### config.mk
export PLATFORM = sky130hd
export DESIGN_NAME = zsc_clamp
export DESIGN_NICKNAME = d
export VERILOG_FILES = /design/src/pkg/zsc_pkg.sv /design/src/verilog/zsc_ms_tick.sv /design/src/verilog/zsc_clamp.sv
export SDC_FILE = /design/constraint.sdc
export NUM_CORES = 1
export LEC_CHECK = 0
export BUFFER_PORTS_ARGS = -buffer_cell sky130_fd_sc_hd__buf_2
export CORE_AREA = 2 2 170 213
export CTS_CLUSTER_DIAMETER = 200
export DETAILED_ROUTE_END_ITERATION = 10
export DIE_AREA = 0 0 172 215
export PLACE_DENSITY_LB_ADDON = 0.12
export SETUP_SLACK_MARGIN = 0.1
export SYNTH_ARGS = -nofsm -noshare
export SYNTH_HDL_FRONTEND = slang
export SYNTH_SLANG_ARGS = --single-unit
### constraint.sdc
create_clock -name i_clk -period 7.15 [get_ports i_clk]
set_input_delay 0.3575 -clock i_clk [delete_from_list [all_inputs] [get_ports i_clk]]
set_output_delay 0.3575 -clock i_clk [all_outputs]
set_load 0.005 [all_outputs]
### src/pkg/zsc_pkg.sv
// Constants for the zero speed clamp velocity mode block
package zsc_pkg;
   // ==========================================================
   // Register map, byte addresses
   localparam logic [7:0] OFF_MODE      = 8'h00;
   localparam logic [7:0] OFF_CLAMP_SRC = 8'h04;
   localparam logic [7:0] OFF_ZERO_THR  = 8'h08;
   localparam logic [7:0] OFF_DWELL     = 8'h0c;
   localparam logic [7:0] OFF_ACCEL     = 8'h10;
   localparam logic [7:0] OFF_CLAMP_FN  = 8'h14;
   localparam logic [7:0] OFF_SPEED_CMD = 8'h18;
   localparam logic [7:0] OFF_STATUS    = 8'h1c;
   localparam logic [7:0] OFF_LOCK_POS  = 8'h20;
   localparam logic [7:0] OFF_SPEED_REF = 8'h24;
   // ==========================================================
   // Status fields
   localparam int ST_LOCK_BIT  = 0;
   localparam int ST_REQ_BIT   = 1;
   localparam int ST_CZERO_BIT = 2;
   localparam int ST_ABELOW_BIT = 3;
   // ==========================================================
   // Codes and reset values; speeds in 0.1 rps
   localparam logic [7:0]  MODE_VELOCITY  = 8'h0f;
   localparam logic [7:0]  MODE_MODBUS    = 8'h15;
   localparam logic [7:0]  FN_CLOSED_ACT  = 8'h15;
   localparam logic [7:0]  FN_OPEN_ACT    = 8'h16;
   localparam logic [7:0]  FN_NONE        = 8'h00;
   localparam logic        SRC_INPUT      = 1'b0;
   localparam logic        SRC_DWELL      = 1'b1;
   localparam logic [4:0]  THR_MIN        = 5'h01;
   localparam logic [4:0]  THR_MAX        = 5'h14;
   localparam logic [4:0]  THR_RESET      = 5'h05;
   localparam logic [14:0] DWELL_MAX      = 15'h7530;
   localparam logic [14:0] DWELL_RESET    = 15'h000a;
   localparam logic [15:0] ACCEL_RESET    = 16'h000a;
   // ==========================================================
   // Timing
   localparam int CLK_MHZ  = 250;
   localparam int MS_IN_US = 1000;
   localparam int MS_CYCLES = CLK_MHZ * MS_IN_US;
endpackage

### src/verilog/zsc_ms_tick.sv
// Millisecond enable pulse divider
`timescale 1ns/1ps
module zsc_ms_tick #(
   parameter int DIV = 250000
) (
   input  wire logic i_clk,
   input  wire logic i_resetn,
   output logic      o_tick
);
   localparam int CW = $clog2(DIV);

   logic [CW-1:0] cnt_r;

   if (DIV < 2) begin : g_chk
      $error("zsc_ms_tick: DIV must be at least 2");
   end

   always_ff @(posedge i_clk or negedge i_resetn) begin
      if (!i_resetn) begin
         cnt_r  <= '0;
         o_tick <= 1'b0;
      end else if (cnt_r == CW'(DIV - 1)) begin
         cnt_r  <= '0;
         o_tick <= 1'b1;
      end else begin
         cnt_r  <= cnt_r + 1'b1;
         o_tick <= 1'b0;
      end
   end
endmodule

### src/verilog/zsc_clamp.sv
// Zero speed clamp and speed ramp for velocity control mode
`timescale 1ns/1ps
module zsc_clamp #(
   parameter int MS_CYCLES = zsc_pkg::MS_CYCLES
) (
   input  wire logic               i_clk,
   input  wire logic               i_resetn,
   input  wire logic [7:0]         i_addr,
   input  wire logic [31:0]        i_wdata,
   input  wire logic               i_wr,
   input  wire logic               i_rd,
   output logic [31:0]             o_rdata,
   input  wire logic               i_clamp_contact,
   input  wire logic signed [15:0] i_int_speed,
   input  wire logic signed [15:0] i_act_speed,
   input  wire logic signed [31:0] i_act_pos,
   output logic                    o_pos_lock,
   output logic signed [31:0]      o_lock_pos,
   output logic signed [31:0]      o_pos_err,
   output logic signed [15:0]      o_speed_ref
);
   typedef enum logic {ZSC_RUN, ZSC_LOCK} zsc_state_e;

   // Divider needs at least two cycles per tick
   if (MS_CYCLES < 2) begin : g_chk
      $error("zsc_clamp: MS_CYCLES must be at least 2");
   end

   // ==========================================================
   // Configuration registers
   logic [7:0]         mode_r;
   logic               src_r;
   logic [4:0]         thr_r;
   logic [14:0]        dwell_r;
   logic [15:0]        accel_r;
   logic [7:0]         fn_r;
   logic signed [15:0] mb_speed_r;

   always_ff @(posedge i_clk or negedge i_resetn) begin
      if (!i_resetn) begin
         mode_r  <= zsc_pkg::MODE_VELOCITY;
         src_r   <= zsc_pkg::SRC_INPUT;
         thr_r   <= zsc_pkg::THR_RESET;
         dwell_r <= zsc_pkg::DWELL_RESET;
         accel_r <= zsc_pkg::ACCEL_RESET;
         fn_r    <= zsc_pkg::FN_NONE;
      end else if (i_wr) begin
         unique case (i_addr)
            zsc_pkg::OFF_MODE: mode_r <= i_wdata[7:0];
            zsc_pkg::OFF_CLAMP_SRC: begin
               if (i_wdata[31:1] == '0) src_r <= i_wdata[0];
            end
            zsc_pkg::OFF_ZERO_THR: begin
               if (i_wdata >= 32'(zsc_pkg::THR_MIN) && i_wdata <= 32'(zsc_pkg::THR_MAX))
                  thr_r <= i_wdata[4:0];
            end
            zsc_pkg::OFF_DWELL: begin
               if (i_wdata <= 32'(zsc_pkg::DWELL_MAX)) dwell_r <= i_wdata[14:0];
            end
            zsc_pkg::OFF_ACCEL:    accel_r <= i_wdata[15:0];
            zsc_pkg::OFF_CLAMP_FN: fn_r    <= i_wdata[7:0];
            default: ;
         endcase
      end
   end

   always_ff @(posedge i_clk or negedge i_resetn) begin
      if (!i_resetn) begin
         mb_speed_r <= '0;
      end else if (i_wr && i_addr == zsc_pkg::OFF_SPEED_CMD &&
                   mode_r == zsc_pkg::MODE_MODBUS) begin
         mb_speed_r <= i_wdata[15:0];
      end
   end

   // ==========================================================
   // Clamp request input
   logic sync1_r;
   logic sync2_r;
   logic req;

   always_ff @(posedge i_clk or negedge i_resetn) begin
      if (!i_resetn) begin
         sync1_r <= 1'b0;
         sync2_r <= 1'b0;
      end else begin
         sync1_r <= i_clamp_contact;
         sync2_r <= sync1_r;
      end
   end

   always_comb begin
      if (fn_r == zsc_pkg::FN_CLOSED_ACT) req = sync2_r;
      else if (fn_r == zsc_pkg::FN_OPEN_ACT) req = !sync2_r;
      else req = 1'b0;
   end

   // ==========================================================
   // Zero speed decisions
   logic signed [15:0] cmd;
   logic [15:0]        cmd_mag;
   logic [15:0]        act_mag;
   logic               cmd_zero;
   logic               act_below;

   assign cmd     = (mode_r == zsc_pkg::MODE_MODBUS) ? mb_speed_r : i_int_speed;
   assign cmd_mag = cmd[15] ? 16'(-cmd) : cmd;
   assign act_mag = i_act_speed[15] ? 16'(-i_act_speed) : i_act_speed;
   // command at or below threshold counts as zero; actual speed must be strictly below
   assign cmd_zero  = cmd_mag <= 16'(thr_r);
   assign act_below = act_mag < 16'(thr_r);

   logic ms_tick;

   zsc_ms_tick #(
      .DIV (MS_CYCLES)
   ) u_tick (
      .i_clk    (i_clk),
      .i_resetn (i_resetn),
      .o_tick   (ms_tick)
   );

   // ==========================================================
   // Dwell timer
   logic [14:0] dwell_cnt_r;
   logic        dwell_cond;
   logic        dwell_done;

   assign dwell_cond = cmd_zero && act_below;
   assign dwell_done = dwell_cond && dwell_cnt_r >= dwell_r;

   always_ff @(posedge i_clk or negedge i_resetn) begin
      if (!i_resetn) begin
         dwell_cnt_r <= '0;
      end else if (!dwell_cond) begin
         dwell_cnt_r <= '0;
      end else if (ms_tick && dwell_cnt_r < dwell_r) begin
         dwell_cnt_r <= dwell_cnt_r + 1'b1;
      end
   end

   // ==========================================================
   // Lock state machine
   zsc_state_e state_r;
   logic       lock_go;

   always_comb begin
      // source 1 never reads the request
      if (src_r == zsc_pkg::SRC_DWELL) lock_go = dwell_done;
      else lock_go = req && cmd_zero;
   end

   always_ff @(posedge i_clk or negedge i_resetn) begin
      if (!i_resetn) begin
         state_r <= ZSC_RUN;
      end else begin
         unique case (state_r)
            ZSC_RUN: begin
               if (lock_go) state_r <= ZSC_LOCK;
            end
            ZSC_LOCK: begin
               if (!cmd_zero) state_r <= ZSC_RUN;
               else if (src_r == zsc_pkg::SRC_INPUT && !req) state_r <= ZSC_RUN;
            end
         endcase
      end
   end

   assign o_pos_lock = state_r == ZSC_LOCK;

   always_ff @(posedge i_clk or negedge i_resetn) begin
      if (!i_resetn) begin
         o_lock_pos <= '0;
      end else if (state_r == ZSC_RUN && lock_go) begin
         o_lock_pos <= i_act_pos;
      end
   end

   // displacement drives the position loop back
   always_ff @(posedge i_clk or negedge i_resetn) begin
      if (!i_resetn) begin
         o_pos_err <= '0;
      end else if (o_pos_lock) begin
         o_pos_err <= o_lock_pos - i_act_pos;
      end else begin
         o_pos_err <= '0;
      end
   end

   // ==========================================================
   // Speed ramp, one step per millisecond
   logic signed [16:0] target;
   logic signed [16:0] diff;
   logic signed [16:0] step;

   assign target = cmd_zero ? 17'sd0 : 17'(cmd);
   assign diff   = target - 17'(o_speed_ref);
   assign step   = 17'(signed'({1'b0, accel_r}));

   always_ff @(posedge i_clk or negedge i_resetn) begin
      if (!i_resetn) begin
         o_speed_ref <= '0;
      end else if (o_pos_lock) begin
         // Position loop owns the shaft while locked
         o_speed_ref <= '0;
      end else if (ms_tick) begin
         if (diff > step) o_speed_ref <= 16'(17'(o_speed_ref) + step);
         else if (diff < -step) o_speed_ref <= 16'(17'(o_speed_ref) - step);
         else o_speed_ref <= 16'(target);
      end
   end

   // ==========================================================
   // Read port, data one cycle after the strobe
   always_ff @(posedge i_clk or negedge i_resetn) begin
      if (!i_resetn) begin
         o_rdata <= '0;
      end else if (i_rd) begin
         unique case (i_addr)
            zsc_pkg::OFF_MODE:      o_rdata <= {24'h0, mode_r};
            zsc_pkg::OFF_CLAMP_SRC: o_rdata <= {31'h0, src_r};
            zsc_pkg::OFF_ZERO_THR:  o_rdata <= {27'h0, thr_r};
            zsc_pkg::OFF_DWELL:     o_rdata <= {17'h0, dwell_r};
            zsc_pkg::OFF_ACCEL:     o_rdata <= {16'h0, accel_r};
            zsc_pkg::OFF_CLAMP_FN:  o_rdata <= {24'h0, fn_r};
            zsc_pkg::OFF_SPEED_CMD: o_rdata <= {{16{mb_speed_r[15]}}, mb_speed_r};
            zsc_pkg::OFF_STATUS: begin
               o_rdata <= '0;
               o_rdata[zsc_pkg::ST_LOCK_BIT]   <= o_pos_lock;
               o_rdata[zsc_pkg::ST_REQ_BIT]    <= req;
               o_rdata[zsc_pkg::ST_CZERO_BIT]  <= cmd_zero;
               o_rdata[zsc_pkg::ST_ABELOW_BIT] <= act_below;
            end
            zsc_pkg::OFF_LOCK_POS:  o_rdata <= o_lock_pos;
            zsc_pkg::OFF_SPEED_REF: o_rdata <= {{16{o_speed_ref[15]}}, o_speed_ref};
            default:                o_rdata <= '0;
         endcase
      end else begin
         o_rdata <= '0;
      end
   end

   // ==========================================================
   // Checks
   // speed command gated by mode
   mb_gate_a: assert property (@(posedge i_clk) disable iff (!i_resetn)
      (mode_r != zsc_pkg::MODE_MODBUS) |=> $stable(mb_speed_r))
      else $error("speed command changed outside mode 21");

   // source 0 lock needs request and zero
   src0_lock_a: assert property (@(posedge i_clk) disable iff (!i_resetn)
      $rose(o_pos_lock) && $past(src_r) == zsc_pkg::SRC_INPUT
         |-> $past(req) && $past(cmd_zero))
      else $error("source 0 lock without request and zero command");

   hold_err_a: assert property (@(posedge i_clk) disable iff (!i_resetn)
      o_pos_lock ##1 o_pos_lock |-> o_pos_err == $past(o_lock_pos - i_act_pos))
      else $error("locked displacement wrong");

   fn_closed_a: assert property (@(posedge i_clk) disable iff (!i_resetn)
      fn_r == zsc_pkg::FN_CLOSED_ACT && $past(fn_r, 2) == zsc_pkg::FN_CLOSED_ACT
         |-> req == $past(i_clamp_contact, 2))
      else $error("code 21 polarity wrong");

   fn_open_a: assert property (@(posedge i_clk) disable iff (!i_resetn)
      fn_r == zsc_pkg::FN_OPEN_ACT && $past(fn_r, 2) == zsc_pkg::FN_OPEN_ACT
         |-> req == !$past(i_clamp_contact, 2))
      else $error("code 22 polarity wrong");

   // source 1 enters on dwell alone
   src1_enter_a: assert property (@(posedge i_clk) disable iff (!i_resetn)
      !o_pos_lock && src_r == zsc_pkg::SRC_DWELL && dwell_done |=> o_pos_lock)
      else $error("source 1 did not lock after dwell");

   src1_only_a: assert property (@(posedge i_clk) disable iff (!i_resetn)
      $rose(o_pos_lock) && $past(src_r) == zsc_pkg::SRC_DWELL |-> $past(dwell_done))
      else $error("source 1 locked before dwell");

   release_a: assert property (@(posedge i_clk) disable iff (!i_resetn)
      o_pos_lock && !cmd_zero |=> !o_pos_lock)
      else $error("lock held with nonzero command");

   range_a: assert property (@(posedge i_clk) disable iff (!i_resetn)
      thr_r >= zsc_pkg::THR_MIN && thr_r <= zsc_pkg::THR_MAX
         && dwell_r <= zsc_pkg::DWELL_MAX)
      else $error("setting out of range");

   capture_a: assert property (@(posedge i_clk) disable iff (!i_resetn)
      $rose(o_pos_lock) |-> o_lock_pos == $past(i_act_pos))
      else $error("lock position not captured");

   restart_a: assert property (@(posedge i_clk) disable iff (!i_resetn)
      !dwell_cond |=> dwell_cnt_r == '0)
      else $error("dwell not restarted");

   src0_norq_a: assert property (@(posedge i_clk) disable iff (!i_resetn)
      src_r == zsc_pkg::SRC_INPUT && !req |=> !o_pos_lock)
      else $error("source 0 locked without request");

   lock_hold_a: assert property (@(posedge i_clk) disable iff (!i_resetn)
      o_pos_lock ##1 o_pos_lock |-> $stable(o_lock_pos))
      else $error("lock position moved while locked");

   ramp_idle_a: assert property (@(posedge i_clk) disable iff (!i_resetn)
      o_pos_lock |=> o_speed_ref == '0)
      else $error("speed reference nonzero while locked");

   src_refuse_a: assert property (@(posedge i_clk) disable iff (!i_resetn)
      i_wr && i_addr == zsc_pkg::OFF_CLAMP_SRC && i_wdata[31:1] != '0 |=> $stable(src_r))
      else $error("out of range source value taken");

   lock_src0_c: cover property (@(posedge i_clk) disable iff (!i_resetn)
      $rose(o_pos_lock) && src_r == zsc_pkg::SRC_INPUT);
   lock_src1_c: cover property (@(posedge i_clk) disable iff (!i_resetn)
      $rose(o_pos_lock) && src_r == zsc_pkg::SRC_DWELL);
   unlock_c: cover property (@(posedge i_clk) disable iff (!i_resetn)
      $fell(o_pos_lock) ##[1:20] o_speed_ref != '0);
endmodule

# Word level (Yosys, flattened, before mapping)
# Cells that the tools add are included.
[word_totals] wordCells=93 output_inout_bits=113 regBits=218 inputBits=109
[classes] n_lt_le_gt_ge=9 eq_ne=14 bitwise=2 reduce_logical=20 n_mux=22 n_addsub=9
[op_table] operator="32-bit one-hot mux with 10 select lines" n=1
[op_table] operator="16-bit two-way mux" n=7
[op_table] operator="32-bit two-way mux" n=2
[op_table] operator="8-bit by 5-bit == test with 1-bit output, second input constant" n=7
[op_table] operator="32-bit by 1-bit greater-or-equal comparator with 1-bit output, second input constant" n=1
[op_table] operator="32-bit by 15-bit <= comparator with 1-bit output, second input constant" n=1
[op_table] operator="32-bit by 5-bit <= comparator with 1-bit output, second input constant" n=1
[op_table] operator="16-bit negator" n=2
[op_table] operator="32-bit subtractor" n=1
[op_table] operator="31-bit zero test" n=1
[op_table] operator="15-bit two-way mux" n=2
[op_table] operator="18-bit by 1-bit adder with 18-bit output, second input constant" n=1
[op_table] operator="18-bit == test, second input constant" n=1
[op_table] operator="18-bit two-way mux" n=1
[op_table] operator="17-bit greater-than comparator" n=1
[op_table] operator="17-bit less-than comparator" n=1
[op_table] operator="17-bit two-way mux" n=1
[op_table] operator="16-bit negator with 17-bit output" n=1
[op_table] operator="17-bit by 16-bit subtractor with 17-bit output" n=1
[op_table] operator="16-bit adder" n=1
[op_table] operator="8-bit by 4-bit == test with 1-bit output, second input constant" n=2
[op_table] operator="8-bit by 6-bit == test with 1-bit output, second input constant" n=2
[op_table] operator="16-bit by 5-bit <= comparator with 1-bit output" n=1
[op_table] operator="16-bit by 5-bit less-than comparator with 1-bit output" n=1
[op_table] operator="15 further kinds" n=35

# Longest topological paths before layout
# Gate-level depths: netlist of the first run.
[logic_depth] depth_word=12 ltp_mapped=39 depth_no_buf=34

# Modules after synthesis
# From an unflattened synthesis of the first run, not the netlist that was laid out.
[hier_totals] hier_cells=1660 area_unflattened_um2=15707.6
[modules_own_cells] mod="zsc_clamp" seq_area_each_um2=4992.3 area_each_um2=14792.9 instances=1 cells_per_inst=1579
[modules_own_cells] mod="zsc_ms_tick" seq_area_each_um2=475.5 area_each_um2=914.6 instances=1 cells_per_inst=81

# Worst setup path after synthesis of the first run
# No wires, ideal clock.
[synth_path] path_type="register -> register" start="register mode_r[2]" end="register o_speed_ref[6]" required_time_ns=7.019 path_slack_ns=-0.529 arrival_time_ns=7.548 stages_incl_launch_ff=38 setup_ns=0.131 synth_period_minus_slack_ns=7.679 cell_sequence="dfstp_2 > nor4bb_1 > and2_1 > buf_2 > buf_1 > buf_1 > nor2_1 > a21oi_1 > ha_1 > nor2b_1 > o21a_1 > o21ai_0 > nand2b_1 > a21oi_1 > o32ai_1 > nor4b_2 > clkbuf_1 > nor2_1 > [... 2 more ...] > o21ai_0 > a21boi_0 > o211ai_1 > a21oi_1 > o21ai_0 > a21oi_1 > o41a_1 > a311o_1 > ha_1 > nand4_1 > nor3_1 > o2111ai_1 > nand3b_1 > o21ai_4 > nor2_8 > buf_6 > o41ai_1 > o31ai_1"
[synth_between] elab_chain_cells=12 word_cells_on_any_way=13
[synth_lines] item="start: declaration" line_no="zsc_clamp.sv:31" text="logic [7:0] mode_r;"
[synth_lines] item="start signal: assignment" line_no="zsc_clamp.sv:41" text="mode_r <= zsc_pkg::MODE_VELOCITY;"
[synth_lines] item="start signal: assignment" line_no="zsc_clamp.sv:49" text="zsc_pkg::OFF_MODE: mode_r <= i_wdata[7:0];"
[synth_lines] item="8-bit by 5-bit == test with 1-bit output (*)" line_no="zsc_clamp.sv:106" text="assign cmd = (mode_r == zsc_pkg::MODE_MODBUS) ? mb_speed_r : i_int_speed;"
[synth_lines] item="16-bit two-way mux (*)" line_no="zsc_clamp.sv:106"
[synth_lines] item="16-bit negator" line_no="zsc_clamp.sv:107" text="assign cmd_mag = cmd[15] ? 16'(-cmd) : cmd;"
[synth_lines] item="16-bit two-way mux" line_no="zsc_clamp.sv:107"
[synth_lines] item="16-bit by 5-bit <= comparator with 1-bit output" line_no="zsc_clamp.sv:110" text="assign cmd_zero = cmd_mag <= 16'(thr_r);"
[synth_lines] item="17-bit two-way mux (*)" line_no="zsc_clamp.sv:196" text="assign target = cmd_zero ? 17'sd0 : 17'(cmd);"
[synth_lines] item="17-bit by 16-bit subtractor with 17-bit output" line_no="zsc_clamp.sv:197" text="assign diff = target - 17'(o_speed_ref);"
[synth_lines] item="17-bit less-than comparator" line_no="zsc_clamp.sv:208" text="else if (diff < -step) o_speed_ref <= 16'(17'(o_speed_ref) - step);"
[synth_lines] item="16-bit two-way mux" line_no="zsc_clamp.sv:208"
[synth_lines] item="16-bit two-way mux (*)" line_no="zsc_clamp.sv:207" text="if (diff > step) o_speed_ref <= 16'(17'(o_speed_ref) + step);"
[synth_lines] item="16-bit two-way mux (*)" line_no="zsc_clamp.sv:206" text="end else if (ms_tick) begin"
[synth_lines] item="16-bit two-way mux (*)" line_no="zsc_clamp.sv:203" text="end else if (o_pos_lock) begin"
[synth_lines] item="end signal: assignment" line_no="zsc_clamp.sv:207"
[synth_lines] item="end signal: assignment" line_no="zsc_clamp.sv:208"
[synth_lines] item="end signal: assignment" line_no="zsc_clamp.sv:209" text="else o_speed_ref <= 16'(target);"
[synth_lines] item="end: declaration" line_no="zsc_clamp.sv:20" text="output logic signed [15:0] o_speed_ref"
# Every way passes the cells marked *; elsewhere a longest branch is shown, timed or not. The select of a mux whose other input is x is not followed.
# A chain may end at the register's enable or synchronous reset.

# Worst setup path after layout of the first run
[layout_path] start="register mode_r[0]" end="register o_speed_ref[4]"
# The elaborated chain is that of the path after synthesis.

==> flow_summary.yaml, run 1 <==
status:
  status: "finished clean"
layout:
  nFillCells: 3380
  fin_nets: 2190
  drive_gt1_share_pct: 28.43
  syn2layout_area_growth_pct: 22.33
  finish.instance_area_um2: 18990
  final_util_pct: 54.14
clocking:
  clockBufferDepth: 3
  clkLatencyLatePin_ns: 0.57
  cts_buffers: 25
  cts_max_level: 1
  cts_tree: "yes"
  cts.sinks: 218
  cts-root-buf: "clkbuf_16"
  clk_pin_slew_ns: 0.07
logic_synthesis:
  async_reset_ff_share_pct: 100.0
  yosysTopAreaCell: "dfrtp_1"
  yosysSeqAreaShare_pct: 35.23
  synth.top_cell.area_share_pct: 33.53
  synth_seq_cells: 218
  synth_nets: 1916
  netlist_instances: 1670
  synth_area_um2: 15520
  synth-edff-count: 0
  yosys_warnings: 0
  synth_cell_types: 99
  synthTopCellsByArea: "dfrtp_1, ha_1, mux2_2"
  ys.flop_type: "dfrtp_1"
  syn_avg_cell_area_um2: 9.294
placed_design:
  place_congestion: 0.9461
  hpwl_um: 39530
  dpl-instance-area_um2: 17320
  io_buffer_count: 221
timing:
  period_needed_ns: 6.919
  rsz0062_at_grt: "yes"
  setup_viol: 0
  worst_clock_skew_ns: 0.02389
  timing.fmax_mhz: 144.5
  slew_headroom_pct: 36.25
  hold_slack_ns: 0.03930
  fin_crit_sh_pct: 96.77
  hold_violations: 0
  worst_pin_slew_ns: 0.9562
  final-max-slew-violation-count: 0
die:
  dieArea_um2: 36980
  die_h_um: 215
  io_pins: 222
  start_util_pct: 44.26
  rows: 77
  fp.dieW_um: 172
  coreArea_um2: 35070
drt:
  ant_nets: 0
  viasPerCell: 5.913
  first_pass_iters: 6
  wl_um: 51930
  num_vias: 14420
  drc: 0
  wire_per_inst_um: 21.30
  first_iter_violations: 1116
worst_hold_path:
  hp-class: "in2reg"
  worstHoldStart: "i_act_pos[10]"
  holdPathStages: 2
power:
  power_density_nw_per_um2: 173.0
  ir_drop_uv: 155.5
  power_leakage_nw: 9.082
global_route:
  met1_usage_pct: 34.15
  busiest_layer: "met2"
  grt.met2_usage_pct: 47.38
  globalRoute.totalOverflow: 0
  grt_util_all_layers_pct: 27.40
  grt_pass1_wl_um: 78850
  antenna_found_initial: 3
  grt_start_max_net_pins: 118
  grt_use_met3_pct: 4.254
  grt_pass1_vias: 13980
setup_path:
  crit_type: "reg2reg"
  cp-end-kind: "flop"
  crit_required_ns: 7.56
  startpoint: "mode_r[0]$_DFFE_PN1P_"
  reg2reg_from: "mode_r[0]$_DFFE_PN1P_"
  cpMostUsedCell: "a21oi_2"
  rr_worst_depth: 33
  slowest_stage: "dfstp_2"
  cpPeakStageDelay_ns: 0.53
  path_max_fanout: 7
  cp.arrival_ns: 7.33
  cp-start-kind: "flop"
  reg2reg_slack_ns: 0.23
run:
  cap_violations: 0
[placed cells by master (no fill, tap or decap), types with 9 or more instances in the layout]
cell       instances
nand4_1           25
a22oi_1           27
o31ai_1           12
inv_1            126
mux2_2           102
a21oi_1          108
or3_1             13
nor2b_1           14
a21oi_2           11
a31oi_1           14
nand3_1           55
xor2_1            30
a222oi_1          11
xnor2_1           62
o211ai_1          11
nor4_1            22
clkbuf_16         27
nor3_1            31
a21o_1            26
nand2_1          108
buf_4             71
buf_2            220
dfstp_2           10
o21ai_0           50
and3_1            17
o21a_1            16
ha_1             130
nand2b_1          22
a211oi_1           9
or4_1              9
dfrtp_1          208
nor2_1           141
clkinv_2          10
[stage by stage]
step	total power [mW]	setup TNS, ns	std cells	setup WS [ns]
6_report	3.284	0	2438	0.2309
5_1_grt	3.423	-0.7275	2437	-0.1369
4_1_cts	3.206	0	2409	0.1005
3_5_place_dp	1.877	0	2349	0.01256
3_3_place_gp	1.870	0	2349	0.08347
2_1_floorplan	1.668	0	1670	0.1114
[cell usage after synthesis, drive strengths merged, types with 5 or more instances]
master	count
nand3	55
a221oi	9
o31ai	12
dfstp	10
inv	126
a2111oi	7
ha	133
nor2	145
o41ai	11
o21bai	7
a211oi	11
nor3b	6
nor2b	17
a21oi	121
nand4	25
nor3	34
a211o	6
o21a	18
mux2	103
xnor2	64
buf	22
nand2	111
a22o	7
and3	17
o21ai	56
clkbuf	38
a31oi	18
a222oi	11
nor4	23
a22oi	27
or4	12
xor2	30
dfrtp	208
or3	13
o211ai	12
a21o	26
o32ai	5
nand2b	23
or2	6
mux2i	11
o221ai	6
[critical path: cells and delay by family, from the launching register on]
family / cells / cell delay (ns)
compound gates: 18 / 3.37
flops: 1 / 0.53
fa+ha+maj: 3 / 0.88
simple gates: 9 / 1.54
buf+inv: 3 / 0.43
[state kept, by name, summed over array words and instances, names as in the netlist]
signal,cells
accel_r,16
o_speed_ref,16
mb_speed_r,16
src_r,1
o_lock_pos,32
u_tick.o_tick,1
thr_r,5
dwell_cnt_r,15
dwell_r,15
mode_r,8
o_pos_err,32
u_tick.cnt_r,18
sync2_r,1
fn_r,8
o_rdata,32
sync1_r,1
o_pos_lock,1
[cells by family after synthesis]
group | count (synthesis) | synth area share [%]
compound gates | 411 | 18.78
xor+xnor | 94 | 5.304
fa+ha+maj | 137 | 11.24
buf+inv | 186 | 4.877
flops | 218 | 35.23
mux | 114 | 8.182
simple gates | 510 | 16.39
[cell type report]
type / count / area (um2) / share of cell area [%]
repair buffers: 306 / 1853 / 9.759
well taps: 474 / 593.1 / 3.124
clock buffers: 29 / 670.6 / 3.532
clock inverters: 17 / 162.7 / 0.8567
multi-input cells: 1267 / 9764 / 51.43
inverters: 126 / 473.0 / 2.491
flip-flops and latches: 218 / 5468 / 28.80
diodes: 1 / 2.502 / 0.01318
[timing repair]
item,CTS,global route
resized for setup,9,80
hold endpoints to repair,106,0
gates cloned,1,2
endpoints found under the setup margin,15,16
hold buffers,2,0
pin swaps,10,57
buffers inserted,11,26
[path summary, 6_finish.rpt]
kind,endpoint
worst min register to register,sync2_r$_DFF_PN0_
worst max-delay path,o_speed_ref[4]$_DFFE_PN0P_
worst min-delay path,o_lock_pos[10]$_DFFE_PN0P_
max in group asynchronous,dwell_r[13]$_DFFE_PN0P_
worst max register to register,o_speed_ref[4]$_DFFE_PN0P_
min in group asynchronous,o_rdata[17]$_DFF_PN0_
[per-layer routing]
metal	vias to the layer above	routed length, um
met4	4	2246
met2	609	25300
met1	7020	20750
met5	-	31
met3	130	3593
li1	6654	-
[where the power goes]
part | internal [mW] | total, mW | leakage, nW | switching, mW
logic | 0.302 | 0.712 | 5.75 | 0.410
registers | 1.24 | 1.26 | 2.92 | 0.0177
clock network | 0.751 | 1.31 | 0.417 | 0.559
(Power assumes the default switching activity.)
==> run 2: changes to the inputs <==
- BUFFER_PORTS_ARGS: -buffer_cell sky130_fd_sc_hd__buf_2 -> not set
- DONT_BUFFER_PORTS: not set -> 1
==> run 2 against run 1 <==
Effect of this change: clock skew rose by 0.0034 ns; largest cell class unchanged; first-iteration DRC count fell by 13%; total power shrank 0.93%; via count decreased by 5.3%; worst hold slack improved by 0.0093 ns; final cell count fell by 7.6%; cell area shrank 4.4%; die area is the same; global-route usage up 0.39 points.
==> flow_summary.yaml, run 2 (synthesis results as in run 1) <==
layout:
  layout_common_cells: "dfrtp_1, nor2_1, ha_1"
  fin_nets: 2005
  multi_input_area_um2: 9649
  reg_top3: "o_lock_pos (32), o_pos_err (32), o_rdata (32)"
  syn2layout_area_growth_pct: 16.91
  finish.instance_area_um2: 18150
  seqCellArea_um2: 5468
  layout_commonest_cell: "dfrtp_1"
  nFillCells: 3303
  drive_gt1_share_pct: 16.99
clocking:
  cts-root-buf: "clkbuf_16"
  cts_buffers: 25
  cts_max_level: 1
  clkLatencyLatePin_ns: 0.56
  clk_pin_slew_ns: 0.06
  cts.sinks: 218
  clockBufferDepth: 3
  cts_tree: "yes"
setup_path:
  cpPeakStageDelay_ns: 0.53
  crit_type: "reg2reg"
  cp-end-kind: "flop"
  cp-start-kind: "flop"
  path_max_fanout: 12
  rr_worst_depth: 33
  slowest_stage: "dfstp_2"
  crit_required_ns: 7.59
  cp.arrival_ns: 7.44
  crit_cells: 33
  cp_top_family: "compound AO/OA/AOI/OAI gates"
  cp_num_buf_inv: 5
  cpMostUsedCell: "buf_4"
status:
  status: "finished clean"
die:
  io_pins: 222
  coreArea_um2: 35070
  die_h_um: 215
  fp.dieW_um: 172
  dieArea_um2: 36980
  start_util_pct: 44.26
  rows: 77
drt:
  first_pass_iters: 7
  drc: 0
  num_vias: 13660
  wire_per_inst_um: 23.22
  ant_nets: 0
  wl_um: 52310
  viasPerCell: 6.062
  first_iter_violations: 968
worst_hold_path:
  hp-class: "in2reg"
  holdPathStages: 3
placed_design:
  hpwl_um: 38660
  post-place-ws_ns: -0.07582
  place_congestion: 0.9263
  dpl-instance-area_um2: 16300
  io_buffer_count: 0
global_route:
  antenna_found_initial: 1
  grt_util_all_layers_pct: 27.79
  globalRoute.totalOverflow: 0
  grt_pass1_wl_um: 78870
  grt_start_max_net_pins: 219
  grt_pass1_vias: 13420
timing:
  hold_violations: 0
  worst_pin_slew_ns: 1.181
  slew_headroom_pct: 21.24
  worst_clock_skew_ns: 0.02732
  setup_slack_ns: 0.1536
  timing.fmax_mhz: 142.9
  hold_slack_ns: 0.04862
  final-max-slew-violation-count: 0
  setup_viol: 0
  period_needed_ns: 6.996
  rsz0062_at_grt: "yes"
  fin_crit_sh_pct: 97.85
power:
  ir_drop_uv: 176.4
  power_density_nw_per_um2: 179.3
  power_leakage_nw: 8.191
run:
  cap_violations: 0
run 2: cell type report:
cell class	count	area share [%]
well taps	474	3.268
repair buffers	121	6.019
clock buffers	33	3.889
inverters	126	2.606
flip-flops and latches	218	30.13
multi-input cells	1267	53.18
clock inverters	13	0.8964
diodes	1	0.01379
run 2: where the power goes:
| group | switching [mW] | leakage, nW | internal, mW | total, mW |
|---|---|---|---|---|
| Clock | 0.547 | 0.436 | 0.808 | 1.35 |
| Sequential | 0.0181 | 2.92 | 1.24 | 1.26 |
| Combinational | 0.372 | 4.84 | 0.264 | 0.636 |
run 2: final timing paths:
kind / start / end / slack, ns
setup / recovery: mode_r[2]$_DFFE_PN1P_ / o_speed_ref[3]$_DFFE_PN0P_ / 0.15
hold / removal: i_act_pos[31] / o_pos_err[31]$_DFF_PN0_ / 0.05
setup reg to reg: mode_r[2]$_DFFE_PN1P_ / o_speed_ref[3]$_DFFE_PN0P_ / 0.15
hold reg to reg: sync1_r$_DFF_PN0_ / sync2_r$_DFF_PN0_ / 0.39
max in group asynchronous: i_resetn / dwell_cnt_r[12]$_DFFE_PN0P_ / 5.64
min in group asynchronous: i_resetn / o_pos_err[22]$_DFF_PN0_ / 0.57
run 2: worst register-to-register path, delay by kind of cell, from the launching register on:
| kind | cells | cell delay (ns) |
|---|---|---|
| AO/OA/AOI/OAI | 14 | 2.81 |
| AND/OR/NAND/NOR | 9 | 1.47 |
| adder cells (fa/ha/maj) | 4 | 1.25 |
| buffers and inverters | 5 | 0.69 |
| flip-flops | 1 | 0.53 |
| XOR/XNOR | 1 | 0.17 |
run 2: through the flow:
stage,power (mW),util [%],cells,TNS (ns)
after floorplan,1.668,-,1670,0
final,3.253,51.74,2253,0
after detailed placement,1.800,46.49,2141,-0.2244
after CTS,3.241,50.86,2245,0
after global routing,3.412,51.74,2252,-2.682
after global placement,1.796,46.49,2141,0
run 2: timing repair:
| action | in CTS | in global routing |
|---|---|---|
| gates resized for setup | 21 | 41 |
| pin swaps | 15 | 16 |
| cloned | 1 | 0 |
| hold endpoints to repair | 321 | 0 |
| setup buffers | 6 | 7 |
| setup endpoints to repair | 16 | 16 |
| hold buffers | 51 | 0 |
run 2: layer usage:
| metal | vias up | GRT usage, % | part of all wire [%] |
|---|---|---|---|
| li1 | 6312 | - | - |
| met1 | 6660 | 32.87 | 38 |
| met2 | 555 | 46.87 | 48 |
| met3 | 131 | 7.919 | 9.7 |
| met4 | 0 | 11.62 | 4.7 |
| met5 | - | 0 | 0 |
==> run 3: changes to the inputs <==
- clock period: 7.15 -> 8.12 ns (I/O delays scaled with it)
==> run 3 against run 2 <==
Effect of this change: non-clock buffer count shrank 49; global-route usage fell by 0.65 points; clock-buffer cell count is 1 lower; flip-flop and latch count unchanged; total power is 15% lower; the flow now finishes with violations (negative hold slack); sequential share of layout area rose by 1.3 points; clock power shrank 13%; die area did not move; worst hold slack lost 0.21 ns; utilization is 2.1 points lower.
==> flow_summary.yaml, run 3 (synthesis results as in run 1) <==
status:
  status: "finished, violations left"
  violations: "negative hold slack"
placed_design:
  post-place-ws_ns: 0.2214
  dp_cells: 2106
  dpl-instance-area_um2: 16020
  io_buffer_count: 0
  place_congestion: 0.9295
  hpwl_um: 38500
die:
  fp.dieW_um: 172
  coreArea_um2: 35070
  dieArea_um2: 36980
  die_h_um: 215
  start_util_pct: 44.26
  io_pins: 222
  rows: 77
setup_path:
  crit_type: "reg2reg"
  reg2reg_slack_ns: 0.59
  cpPeakStageDelay_ns: 0.54
  cp.arrival_ns: 7.98
  slowest_stage: "dfstp_2"
  r2r-end: "o_speed_ref[5]$_DFFE_PN0P_"
  reg2reg_from: "mode_r[2]$_DFFE_PN1P_"
  cp-end-kind: "flop"
  cp-start-kind: "flop"
  rr_worst_depth: 30
  path_max_fanout: 20
  crit_required_ns: 8.57
power:
  swShare_pct: 28.17
  pwr-share-comb_pct: 17.8
  p_seq_share_pct: 40.1
  power_density_nw_per_um2: 159.3
  p_int_mw: 1.991
  power_leakage_nw: 7.853
  switching_power_mw: 0.7810
  ir_drop_uv: 144.1
  clkPwrFrac_pct: 42.1
drt:
  first_iter_violations: 1091
  first_pass_iters: 5
  wire_per_inst_um: 23.20
  viasPerCell: 6.088
  ant_nets: 0
  drc: 0
  num_vias: 13400
  wl_um: 51070
timing:
  hold_slack_ns: -0.1577
  setup_viol: 0
  hold_violations: 74
  fin_crit_sh_pct: 92.71
  rsz0062_at_grt: "yes"
  tns_ns: 0
  worst_pin_slew_ns: 1.313
  worst_clock_skew_ns: 0.01559
  setup_slack_ns: 0.5921
  period_needed_ns: 7.528
  final-max-slew-violation-count: 0
  timing.fmax_mhz: 132.8
  slew_headroom_pct: 12.49
clocking:
  post-cts-setup-buffers: 0
  cts_max_level: 1
  clk_pin_slew_ns: 0.06
  clockBufferDepth: 3
  cts-root-buf: "clkbuf_16"
  cts_tree: "yes"
  clkLatencyLatePin_ns: 0.56
  cts_buffers: 25
  cts.sinks: 218
run:
  cap_violations: 0
layout:
  nFillCells: 3350
  fin_nets: 1955
  drive_gt1_share_pct: 12.39
  reg_top3: "o_lock_pos (32), o_pos_err (32), o_rdata (32)"
  layout_commonest_cell: "dfrtp_1"
  diodes: 0
  instances_no_fill: 2201
  layout_common_cells: "dfrtp_1, nor2_1, ha_1"
  syn2layout_area_growth_pct: 12.13
  finish.instance_area_um2: 17400
  final_util_pct: 49.63
global_route:
  antenna_found_initial: 2
  grt_start_max_net_pins: 219
  grt_pass1_vias: 13190
  grt_pass1_wl_um: 77110
  globalRoute.totalOverflow: 0
  grt_util_all_layers_pct: 27.13
worst_hold_path:
  hp-class: "in2async"
[run 3: cell types whose count changed in the layout (fill, tap and decap cells not counted), sizes merged]
cell,previous run,this run
nor2,146,145
clkinv,8,9
inv,128,127
diode,1,0
dlygate4sd3,50,49
clkbuf,33,32
buf,71,23
[run 3: critical path, delay by kind of cell, from the launching register on]
family                     cells  cell delay [ns]
adders and majority gates      3             0.97
AOI/OAI and AO/OA             17             3.63
DFF                            1             0.54
and+or+nand+nor                7             1.50
buffers and inverters          2             0.55
xor gates and xnor gates       1             0.22
[run 3: per-layer routing]
metal	track usage, %	share of wire (%)	vias up
met3	6.243	8.4	127
met5	0	0	-
met4	10.67	4.4	0
met1	32.97	39	6575
li1	-	-	6183
met2	46.18	48	515
[run 3: what timing repair did]
action,in CTS,in global routing
endpoints found under the hold margin,319,0
hold buffers,50,0
resized for setup,0,6
setup endpoints to repair,0,16
[run 3: how the worst max path moves through the flow]
| stage | from | to | depth (start not counted) |
|---|---|---|---|
| finish | mode_r[2]$_DFFE_PN1P_ | o_speed_ref[5]$_DFFE_PN0P_ | 30 |
| global route | mode_r[2]$_DFFE_PN1P_ | o_speed_ref[0]$_DFFE_PN0P_ | 32 |
| CTS | mode_r[2]$_DFFE_PN1P_ | o_speed_ref[5]$_DFFE_PN0P_ | 33 |
| detailed placement | mode_r[2]$_DFFE_PN1P_ | o_speed_ref[5]$_DFFE_PN0P_ | 33 |
| global placement | mode_r[2]$_DFFE_PN1P_ | o_speed_ref[0]$_DFFE_PN0P_ | 32 |
| floorplan | mode_r[2]$_DFFE_PN1P_ | o_speed_ref[6]$_DFFE_PN0P_ | 37 |
[run 3: power by group through the flow]
| stage | clock network, mW | registers [mW] | logic (mW) |
|---|---|---|---|
| 2_1_floorplan | 0 | 1.12 | 0.345 |
| 3_3_place_gp | 0 | 1.13 | 0.432 |
| 3_5_place_dp | 0 | 1.13 | 0.434 |
| 4_1_cts | 1.19 | 1.11 | 0.487 |
| 5_1_grt | 1.23 | 1.11 | 0.543 |
| 6_report | 1.17 | 1.11 | 0.494 |
[run 3: final cells by class]
cell class | count | area (um2) | share of cell area (%)
multi-input combinational | 1266 | 9340 | 53.67
sequential | 218 | 5468 | 31.42
clock buffer | 32 | 691.9 | 3.976
timing repair buffer | 72 | 683.2 | 3.925
tap | 474 | 593.1 | 3.408
inverter | 126 | 473.0 | 2.717
clock inverter | 13 | 155.1 | 0.8914
[run 3: per-stage QoR]
step           hold slack, ns  power (mW)
3_3_place_gp           0.1146       1.562
6_report              -0.1577       2.772
3_5_place_dp           0.1150       1.564
5_1_grt               0.02319       2.886
2_1_floorplan          0.1104       1.467
4_1_cts              0.006070       2.791
